===== config.mk =====
export PLATFORM = sky130hd
export DESIGN_NAME = asr_host
export DESIGN_NICKNAME = d
export VERILOG_FILES = /design/src/rtl/asr_pkg.sv /design/src/rtl/asr_cnt_if.sv /design/src/rtl/asr_host.sv /design/src/rtl/asr_timer.sv
export VERILOG_INCLUDE_DIRS = /design/src /design/src/rtl
export SDC_FILE = /design/constraint.sdc
export NUM_CORES = 1
export LEC_CHECK = 0
export BUFFER_PORTS_ARGS = -buffer_cell sky130_fd_sc_hd__buf_2
export CAP_MARGIN = 15
export CORE_MARGIN = 4
export CORE_UTILIZATION = 50
export DETAILED_ROUTE_END_ITERATION = 10
export PLACE_DENSITY = 0.8
export SLEW_MARGIN = 20
export SYNTH_ARGS = -nofsm -noshare
export SYNTH_HDL_FRONTEND = slang
export SYNTH_SLANG_ARGS = --single-unit
export TNS_END_PERCENT = 10

===== constraint.sdc =====
create_clock -name ref_clk -period 4.5 [get_ports ref_clk]
set_input_delay 0.225 -clock ref_clk [delete_from_list [all_inputs] [get_ports ref_clk]]
set_output_delay 0.225 -clock ref_clk [all_outputs]
set_load 0.02 [all_outputs]

===== src/rtl/asr_defs.svh =====
/*
  Timing constants for the static-memory host controller.
  Assumes a 125 MHz ref_clk (8 ns period) and the slowest speed grade.
*/
`ifndef ASR_DEFS_SVH
`define ASR_DEFS_SVH

// ----------------------------------------------------------------------
// Clock and pin timing, nanoseconds as printed
// ----------------------------------------------------------------------
`define ASR_CLK_NS 8
`define ASR_ADDR_ACCESS_NS 35
`define ASR_WE_PULSE_NS 30
`define ASR_SEL_PULSE_NS 32
`define ASR_ADDR_VALID_NS 30
`define ASR_DATA_SETUP_NS 15
`define ASR_FLOAT_NS 13
`define ASR_RESUME_NS 5

// ----------------------------------------------------------------------
// Derived cycle counts, least times rounded up
// ----------------------------------------------------------------------
`define ASR_CYC_UP(ns) (((ns) + `ASR_CLK_NS - 1) / `ASR_CLK_NS)
`define ASR_RD_CYC (`ASR_CYC_UP(`ASR_ADDR_ACCESS_NS) + 1)
`define ASR_WR_CYC `ASR_CYC_UP(`ASR_SEL_PULSE_NS)
`define ASR_FLOAT_CYC `ASR_CYC_UP(`ASR_FLOAT_NS)

// ----------------------------------------------------------------------
// Geometry
// ----------------------------------------------------------------------
`define ASR_ADDR_W 14

`endif


===== src/rtl/asr_pkg.sv =====
/*
  Types shared by the static-memory host controller.
  Assumes asr_defs.svh supplies the numeric constants.
*/
package asr_pkg;
  // Gray-coded sequence: idle, strobe, hold, recover
  typedef enum logic [1:0] {
    ASR_IDLE = 2'b00,
    ASR_STROBE = 2'b01,
    ASR_HOLD = 2'b11,
    ASR_RECOVER = 2'b10
  } asr_state_t;
endpackage : asr_pkg


===== src/rtl/asr_cnt_if.sv =====
/*
  Interface between the sequencer and its cycle timer.
  Assumes both ends share ref_clk.
*/
`timescale 1ns/1ps
interface asr_cnt_if;
  logic load;
  logic [3:0] value;
  logic done;
  modport ctl (output load, output value, input done);
  modport tmr (input load, input value, output done);
endinterface : asr_cnt_if


===== src/rtl/asr_host.sv =====
/*
  Host controller for a 16K x 1 asynchronous static memory.
  Drives address, select, write strobe and data-in pins; samples data-out.
  Assumes the memory sits off-chip, so its data-out pin is synchronised
  by two flip-flops; the speed figures of the slowest grade are used.

*/
`timescale 1ns/1ps
`include "asr_defs.svh"
module asr_host
  import asr_pkg::*;
#(
  parameter int ADDR_W = `ASR_ADDR_W
) (
  input wire logic ref_clk,
  input wire logic rst_n,
  input wire logic req_valid,
  input wire logic req_write,
  input wire logic [ADDR_W-1:0] req_addr,
  input wire logic req_wdata,
  output logic req_ready,
  output logic rsp_valid,
  output logic rsp_rdata,
  output logic [ADDR_W-1:0] word_address,
  output logic sel_n,
  output logic we_n,
  output logic din,
  input wire logic dout
);
  // ----------------------------------------------------------------------
  // Pin sampling
  // ----------------------------------------------------------------------
  logic dout_meta_q;
  logic dout_sync_q;

  // Two stages: the memory output is asynchronous to ref_clk
  always_ff @(posedge ref_clk or negedge rst_n) begin
    if (!rst_n) begin
      dout_meta_q <= 1'b0;
      dout_sync_q <= 1'b0;
    end else begin
      dout_meta_q <= dout;
      dout_sync_q <= dout_meta_q;
    end
  end

  // ----------------------------------------------------------------------
  // Sequencer
  // ----------------------------------------------------------------------
  asr_state_t state_q;
  asr_state_t state_d;
  logic write_q;
  logic [ADDR_W-1:0] addr_q;
  logic wdata_q;
  logic sel_n_q;
  logic we_n_q;
  logic ready_q;
  logic rsp_valid_q;
  logic rdata_q;
  asr_cnt_if cnt ();

  asr_timer u_timer (
    .ref_clk(ref_clk),
    .rst_n(rst_n),
    .cnt(cnt)
  );

  // Taken only while ready shows, so nothing is accepted right after reset
  wire take_req = (state_q == ASR_IDLE) && req_valid && ready_q;
  wire strobe_done = (state_q == ASR_STROBE) && cnt.done;
  // Write: lows last the full select count; strobes fall one cycle after load.
  // Read waits one extra cycle so synchronised data is past access time
  wire [3:0] strobe_len = req_write ? 4'(`ASR_WR_CYC)
                                    : 4'(`ASR_RD_CYC + 1);
  // Recovery lets the memory output float before the next request
  wire [3:0] recover_len = 4'(`ASR_FLOAT_CYC - 1);

  assign cnt.load = take_req || strobe_done;
  assign cnt.value = take_req ? strobe_len : recover_len;

  // Next-state decode
  always_comb begin
    state_d = state_q;
    unique case (state_q)
      ASR_IDLE: if (take_req) state_d = ASR_STROBE;
      ASR_STROBE: if (cnt.done) state_d = ASR_HOLD;
      ASR_HOLD: state_d = ASR_RECOVER;
      ASR_RECOVER: if (cnt.done) state_d = ASR_IDLE;
    endcase
  end

  // State register
  always_ff @(posedge ref_clk or negedge rst_n) begin
    if (!rst_n) begin
      state_q <= ASR_IDLE;
    end else begin
      state_q <= state_d;
    end
  end

  // Address and data latched once; stable across the whole cycle
  always_ff @(posedge ref_clk or negedge rst_n) begin
    if (!rst_n) begin
      addr_q <= '0;
      wdata_q <= 1'b0;
      write_q <= 1'b0;
    end else if (take_req) begin
      addr_q <= req_addr;
      wdata_q <= req_wdata;
      write_q <= req_write;
    end
  end

  // Strobes: select, and write strobe on writes only, fall one cycle after the address is set,
  // and rise together on leaving STROBE; address and data still hold.
  always_ff @(posedge ref_clk or negedge rst_n) begin
    if (!rst_n) begin
      sel_n_q <= 1'b1;
      we_n_q <= 1'b1;
    end else if (state_q == ASR_IDLE) begin
      sel_n_q <= 1'b1;
      we_n_q <= 1'b1;
    end else if (state_q == ASR_STROBE && !cnt.done) begin
      sel_n_q <= 1'b0;
      we_n_q <= !write_q;
    end else begin
      sel_n_q <= 1'b1;
      we_n_q <= 1'b1;
    end
  end

  // Read data captured from synchroniser while select is still low
  always_ff @(posedge ref_clk or negedge rst_n) begin
    if (!rst_n) begin
      rsp_valid_q <= 1'b0;
      rdata_q <= 1'b0;
    end else begin
      rsp_valid_q <= strobe_done && !write_q;
      if (strobe_done && !write_q) begin
        rdata_q <= dout_sync_q;
      end
    end
  end

  // Ready only in idle; dropped as soon as a request is taken
  always_ff @(posedge ref_clk or negedge rst_n) begin
    if (!rst_n) begin
      ready_q <= 1'b0;
    end else begin
      ready_q <= (state_d == ASR_IDLE);
    end
  end

  // ----------------------------------------------------------------------
  // Outputs, all from flip-flops
  // ----------------------------------------------------------------------
  assign word_address = addr_q;
  assign din = wdata_q;
  assign sel_n = sel_n_q;
  assign we_n = we_n_q;
  assign req_ready = ready_q;
  assign rsp_valid = rsp_valid_q;
  assign rsp_rdata = rdata_q;
endmodule : asr_host


===== src/rtl/asr_timer.sv =====
/*
  Down-counting cycle timer: load a count, done rises when it is spent.
  Assumes a single ref_clk domain and active-low asynchronous reset.
*/
`timescale 1ns/1ps
module asr_timer (
  input wire logic ref_clk,
  input wire logic rst_n,
  asr_cnt_if.tmr cnt
);
  logic [3:0] cnt_q;

  // ----------------------------------------------------------------------
  // Counter
  // ----------------------------------------------------------------------
  // Done looks at the count only; gating it with load would loop back
  // through the sequencer's own load decode
  assign cnt.done = (cnt_q == 4'h0);

  // Load wins over the running count
  always_ff @(posedge ref_clk or negedge rst_n) begin
    if (!rst_n) begin
      cnt_q <= 4'h0;
    end else if (cnt.load) begin
      cnt_q <= cnt.value;
    end else if (cnt_q != 4'h0) begin
      cnt_q <= cnt_q - 4'h1;
    end
  end
endmodule : asr_timer


==> results.yml, run 1 <==
status:
  status: "complete, no violations"
logic_synthesis:
  yosys.area_share.simple: 0.1050
  async_reset_ff_frac: 1.000
  ys_ff_latch: 29
  post-synth-top-count-cell: "dfrtp_1"
  synthesis.nets: 102
  syn_area_um2: 1132
  muxShareOfSynthArea: 0.1591
  synth_xor_area_frac: 0.007735
  yosys.area_share.adder: 0.01105
  syn_area_per_cell_um2: 13.98
  synth_compound_area_frac: 0.03536
  synth_edf_count: 0
  syn_inst: 81
  yosysTopAreaCell: "dfrtp_1"
  synthDistinctLibCells: 25
  synth_common_cells: "dfrtp_1 (27), mux2_2 (15), nand2_1 (5)"
  ys_seq_area_frac: 0.6431
  synth_top_family_by_area: "multiplexers"
  ys_warn_count: 0
  synthTopCellsByArea: "dfrtp_1 (60%), mux2_2 (15%), dfstp_2 (4.6%), nor3_1 (1.8%), nand2_1 (1.7%)"
  synth_flop_cell: "dfrtp_1"
  synth_top_cell_area_share: 0.5967
sta:
  setup_viol: 0
  post-route-min-period_ns: 1.842
  fmax_mhz: 543.0
  rsz0062_at_grt: "no"
  worstMarginPinSlew_ns: 0.6267
  finalSetupTns_ns: 0
  timing.slew.headroom: 0.5822
  drv_slew: 0
  clock_skew_ns: 0.003829
  finalHoldViolations: 0
  fin_crit_sh: 0.4093
job:
  maxCapViolCount: 0
critical_path:
  crit_required_ns: 4.69
  critPathMaxFanout: 7
  endpoint_kind: "flip-flop"
  rrSetupSlack_ns: 2.66
  slowest_stage: "or3b_1"
  cp_cell_sequence: "inv_1 > ha_1 > or3b_1 > nor3_4 > mux2_1"
  crit_type: "reg2reg"
  critical-path-max-stage-delay_ns: 0.49
  worstSetupStartpointType: "flip-flop"
  reg2regPathDepth: 5
  worstReg2RegEnd: "rsp_rdata"
  timing.rr.start: "u_timer.cnt_q[0]"
  worstPathArrival_ns: 2.04
clock_tree:
  clkSinkCount: 29
  clk_pin_slew_ns: 0.08
  numCtsBuffers: 5
  post_cts_resized: 0
  cts_tree: "done"
  h-tree-depth: 2
  clockBufferDepth: 2
  cts_setup_buffers: 0
  insertion_delay_ns: 0.31
  cts_root_buf: "clkbuf_4"
  ctsHoldBuffers: 2
route:
  top_layer_used: "met4"
  drcViolationCount: 0
  met3WireLength_um: 134
  wl_um: 2156
  drt-wirelength-per-cell_um: 14.09
  vias: 790
  met2_length_um: 1191
  antenna_left: 0
  drt-initial-drc-count: 8
  viasPerCell: 5.163
  dr.pass1.iters: 4
  wl_met1_um: 807
placement:
  io_buffers: 39
  globalplace.congestion: 0.7870
  dp_hpwl_um: 1555
floorplanning:
  core_area_um2: 2062
  die-area_um2: 3090
  die_y_um: 55.59
  ios: 40
  initial_core_util: 0.5492
  dieWidth_um: 55.59
  num_rows: 16
min_path:
  worstHoldEndpoint: "word_address[0]"
  min_from: "req_addr[0]"
  min_path_type: "in2reg"
  min_path_cells: 2
layout:
  area_growth_pct: 26.30
  diodes: 0
  fillers: 154
  drive_above_1_share: 0.5159
  final_nets: 147
pwr:
  power_mw: 1.055
  power.leakage_nw: 0.6938
  peakVddDrop_uv: 453.7
  power_density_nw_per_um2: 738.0
grt:
  grt_start_max_net_pins: 30
  grt_pass1_wl_um: 3698
  grt_util_all_layers: 0.1600
  grt-ovfl-total: 0
  grt_pass1_vias: 841
  antenna_found_initial: 0
-- where the power goes --
group | switching [mW] | total [mW] | leakage, nW | internal [mW]
Combinational | 0.252 | 0.450 | 0.316 | 0.197
Sequential | 0.0726 | 0.457 | 0.347 | 0.384
Clock | 0.0756 | 0.149 | 0.0314 | 0.0736
Total | 0.401 | 1.06 | 0.694 | 0.655
-- cell families after synthesis --
group | Yosys count
xor+xnor | 1
compound gates | 6
fa+ha+maj | 1
buf+inv | 8
flops | 29
simple gates | 20
mux | 16
-- state kept, by name, indices dropped and copies added, names as in the netlist --
register / flops
rsp_rdata: 1
write_q: 1
dout_meta_q: 1
req_ready: 1
sel_n: 1
u_timer.cnt_q: 4
rsp_valid: 1
word_address: 14
din: 1
we_n: 1
dout_sync_q: 1
state_q: 2
-- routing by layer --
metal | vias up | track usage
met5 | - | 0
met3 | 2 | 0.08121
met2 | 22 | 0.2736
li1 | 369 | -
met4 | 0 | 0.07292
met1 | 397 | 0.1611
-- through the flow --
step	cell area, um^2	utilization	hold WS, ns	std cells	setup slack, ns
after floorplan	1132	-	-0.07059	81	2.793
after global placement	1355	0.6572	0.2645	144	2.753
after detailed placement	1355	0.6572	0.2744	144	2.670
after CTS	1430	0.6936	0.1265	153	2.653
after global routing	1430	0.6936	0.1154	153	2.567
final	1430	0.6936	0.1406	153	2.658
-- worst max-delay path by stage --
stage	start	to	slack, ns
after floorplan	u_timer.cnt_q[0]	rsp_rdata	2.79
after global placement	u_timer.cnt_q[0]	rsp_rdata	2.75
after detailed placement	u_timer.cnt_q[0]	rsp_rdata	2.67
after CTS	u_timer.cnt_q[0]	rsp_rdata	2.65
after global routing	u_timer.cnt_q[0]	rsp_rdata	2.57
final	u_timer.cnt_q[0]	rsp_rdata	2.66
-- cell usage in the layout (no fill, tap or decap), types with 2 or more instances in the layout --
master          n
buf_2          39
dfrtp_1        27
mux2_2         15
nand2_1         5
clkbuf_4        5
inv_1           4
nor3_1          4
nand2b_1        3
o21ai_0         2
nor2_1          2
dlygate4sd3_1   2
dfstp_2         2
-- layout make-up --
cell class / count / area (um^2) / share of cell area
clock buffers: 7 / 55.05 / 0.03850
inverters: 4 / 15.01 / 0.01050
multi-input cells: 44 / 375.4 / 0.2625
flip-flops and latches: 29 / 728.2 / 0.5092
well taps: 27 / 33.78 / 0.02362
repair buffers: 42 / 222.7 / 0.1557
-- worst max-delay path: cells and delay by family, from the launching register on --
kind | cells | cell delay [ns]
adders and majority gates | 1 | 0.19
buffers and inverters | 1 | 0.08
DFF | 1 | 0.40
muxes | 1 | 0.33
and+or+nand+nor | 2 | 0.71
(Power assumes the default switching activity.)
==> run 2, diff against run 1 <==
--- a/config.mk
+++ b/config.mk
@@ -9,9 +9,9 @@
 export BUFFER_PORTS_ARGS = -buffer_cell sky130_fd_sc_hd__buf_2
 export CAP_MARGIN = 15
 export CORE_MARGIN = 4
-export CORE_UTILIZATION = 50
+export CORE_UTILIZATION = 48
 export DETAILED_ROUTE_END_ITERATION = 10
-export PLACE_DENSITY = 0.8
+export PLACE_DENSITY = 0.77
 export SLEW_MARGIN = 20
 export SYNTH_ARGS = -nofsm -noshare
 export SYNTH_HDL_FRONTEND = slang
==> constraint.sdc (replaced) <==
create_clock -name ref_clk -period 1.74 [get_ports ref_clk]
set_input_delay 0.087 -clock ref_clk [delete_from_list [all_inputs] [get_ports ref_clk]]
set_output_delay 0.087 -clock ref_clk [all_outputs]
set_load 0.02 [all_outputs]
==> run 2 against run 1 <==
Net effect:
- sequential cell count unchanged
- power rose to 2.7 times the previous value
- hold slack got worse by 0.13 ns
==> results.yml, run 2 (synthesis results as in run 1) <==
clock_tree:
  cts_root_buf: "clkbuf_4"
  clockBufferDepth: 2
  insertion_delay_ns: 0.32
  cts_tree: "done"
  h-tree-depth: 2
  clk_pin_slew_ns: 0.08
  clkSinkCount: 29
  numCtsBuffers: 5
pwr:
  p_sw_mw: 1.100
  p_int_mw: 1.790
  pwr-share-comb: 0.453
  peakVddDrop_uv: 1171
  power_mw: 2.890
  p_sw_frac: 0.3807
  clkPwrFrac: 0.138
  pwr-share-seq: 0.409
  power.leakage_nw: 0.7671
  power_density_nw_per_um2: 1794
route:
  antenna_left: 0
  dr.pass1.iters: 5
  vias: 860
  drt-initial-drc-count: 18
  wl_um: 2501
  drcViolationCount: 0
  viasPerCell: 5.059
  drt-wirelength-per-cell_um: 14.71
job:
  maxCapViolCount: 0
layout:
  area_growth_pct: 42.32
  fillers: 151
  largest_reg_flops: 14
  fin_cells: 170
  final_cell_mix: "buf_2 (39), dfrtp_1 (27), mux2_2 (15), dlygate4sd3_1 (15)"
  final_nets: 163
  design_area_um2: 1612
  drive_above_1_share: 0.4930
  layout_commonest_cell: "buf_2"
  utilization: 0.7216
  diodes: 0
sta:
  fmax_mhz: 595.4
  finalSetupTns_ns: 0
  timing.slew.headroom: 0.5774
  clock_skew_ns: 0.005320
  finalHoldViolations: 0
  post-route-min-period_ns: 1.680
  setup_viol: 0
  worstMarginPinSlew_ns: 0.6339
  drv_slew: 0
  rsz0062_at_grt: "no"
  holdWs_ns: 0.01174
  setup_slack_ns: 0.06036
  fin_crit_sh: 0.9653
critical_path:
  critPathMaxFanout: 4
  slowest_stage: "or3b_4"
  endpoint_kind: "flip-flop"
  worst-path-buf-inv: 1
  worstPathArrival_ns: 1.88
  crit_type: "reg2reg"
  critical-path-max-stage-delay_ns: 0.40
  reg2regPathDepth: 5
  worstReg2RegEnd: "rsp_rdata"
  rrSetupSlack_ns: 0.06
  worstSetupStartpointType: "flip-flop"
  startpoint: "u_timer.cnt_q[1]"
  cp_cell_sequence: "inv_1 > ha_4 > or3b_4 > nor3_4 > mux2_1"
  timing.rr.start: "u_timer.cnt_q[1]"
  crit_required_ns: 1.94
  crit_family: "simple AND/OR/NAND/NOR gates"
floorplanning:
  dieWidth_um: 56.57
  die_y_um: 56.57
  die-area_um2: 3200
  initial_core_util: 0.5070
  ios: 40
  core_area_um2: 2233
  num_rows: 17
grt:
  grt_start_max_net_pins: 30
  grt-ovfl-total: 0
  grt_util_all_layers: 0.1618
  antenna_found_initial: 0
  grt_pass1_vias: 853
  grt_pass1_wl_um: 3857
placement:
  dp_hpwl_um: 1573
  dp.cells: 147
  pre_cts_slack_ns: 0.002371
  placed_area_um2: 1384
  io_buffers: 39
  globalplace.congestion: 0.8146
status:
  status: "complete, no violations"
min_path:
  min_from: "req_addr[1]"
  worstHoldEndpoint: "word_address[1]"
  min_path_type: "in2reg"
  min_path_cells: 2
-- run 2: worst max path at each step --
stage,endpoint,slack (ns),cells past startpoint
2_1_floorplan,rsp_rdata,0.03,6
6_report,rsp_rdata,0.06,5
5_1_grt,rsp_rdata,0.002,5
4_1_cts,rsp_rdata,0.003,5
3_3_place_gp,rsp_rdata,0.07,5
3_5_place_dp,rsp_rdata,0.002,5
-- run 2: worst reg2reg max path, delay by kind of cell, from the launching register on --
family                     cells  cell delay, ns
and+or+nand+nor                2            0.58
DFF                            1            0.38
adders and majority gates      1            0.16
buffers and inverters          1            0.11
muxes                          1            0.33
-- run 2: power groups by stage --
stage               registers [mW]  clock network (mW)  logic [mW]
finish                        1.18               0.399        1.31
global route                  1.23               0.445        1.43
CTS                           1.18               0.402        1.25
detailed placement            1.19                   0        1.22
global placement              1.17                   0        1.18
floorplan                     1.45                   0       0.545
-- run 2: metal layers --
| metal | up-vias | global-route usage | wire length [um] |
|---|---|---|---|
| li1 | 397 | - | - |
| met1 | 417 | 0.1742 | 967 |
| met2 | 40 | 0.2723 | 1284 |
| met3 | 6 | 0.07356 | 188 |
| met4 | 0 | 0.06780 | 61 |
| met5 | - | 0 | 0 |
-- run 2: cell type report --
class | count | area, um^2 | share of cell area
multi-input cells | 44 | 390.4 | 0.2422
well taps | 28 | 35.03 | 0.02174
clock buffers | 7 | 55.05 | 0.03416
repair buffers | 58 | 387.9 | 0.2407
inverters | 4 | 15.01 | 0.009317
flip-flops and latches | 29 | 728.2 | 0.4519
-- run 2: what timing repair did --
item	4_1_cts	5_1_grt
gates cloned	0	0
pin swaps	0	1
setup buffers	0	1
hold buffers	10	5
endpoints found under the hold margin	36	5
endpoints found under the setup margin	1	3
gates resized for setup	1	2
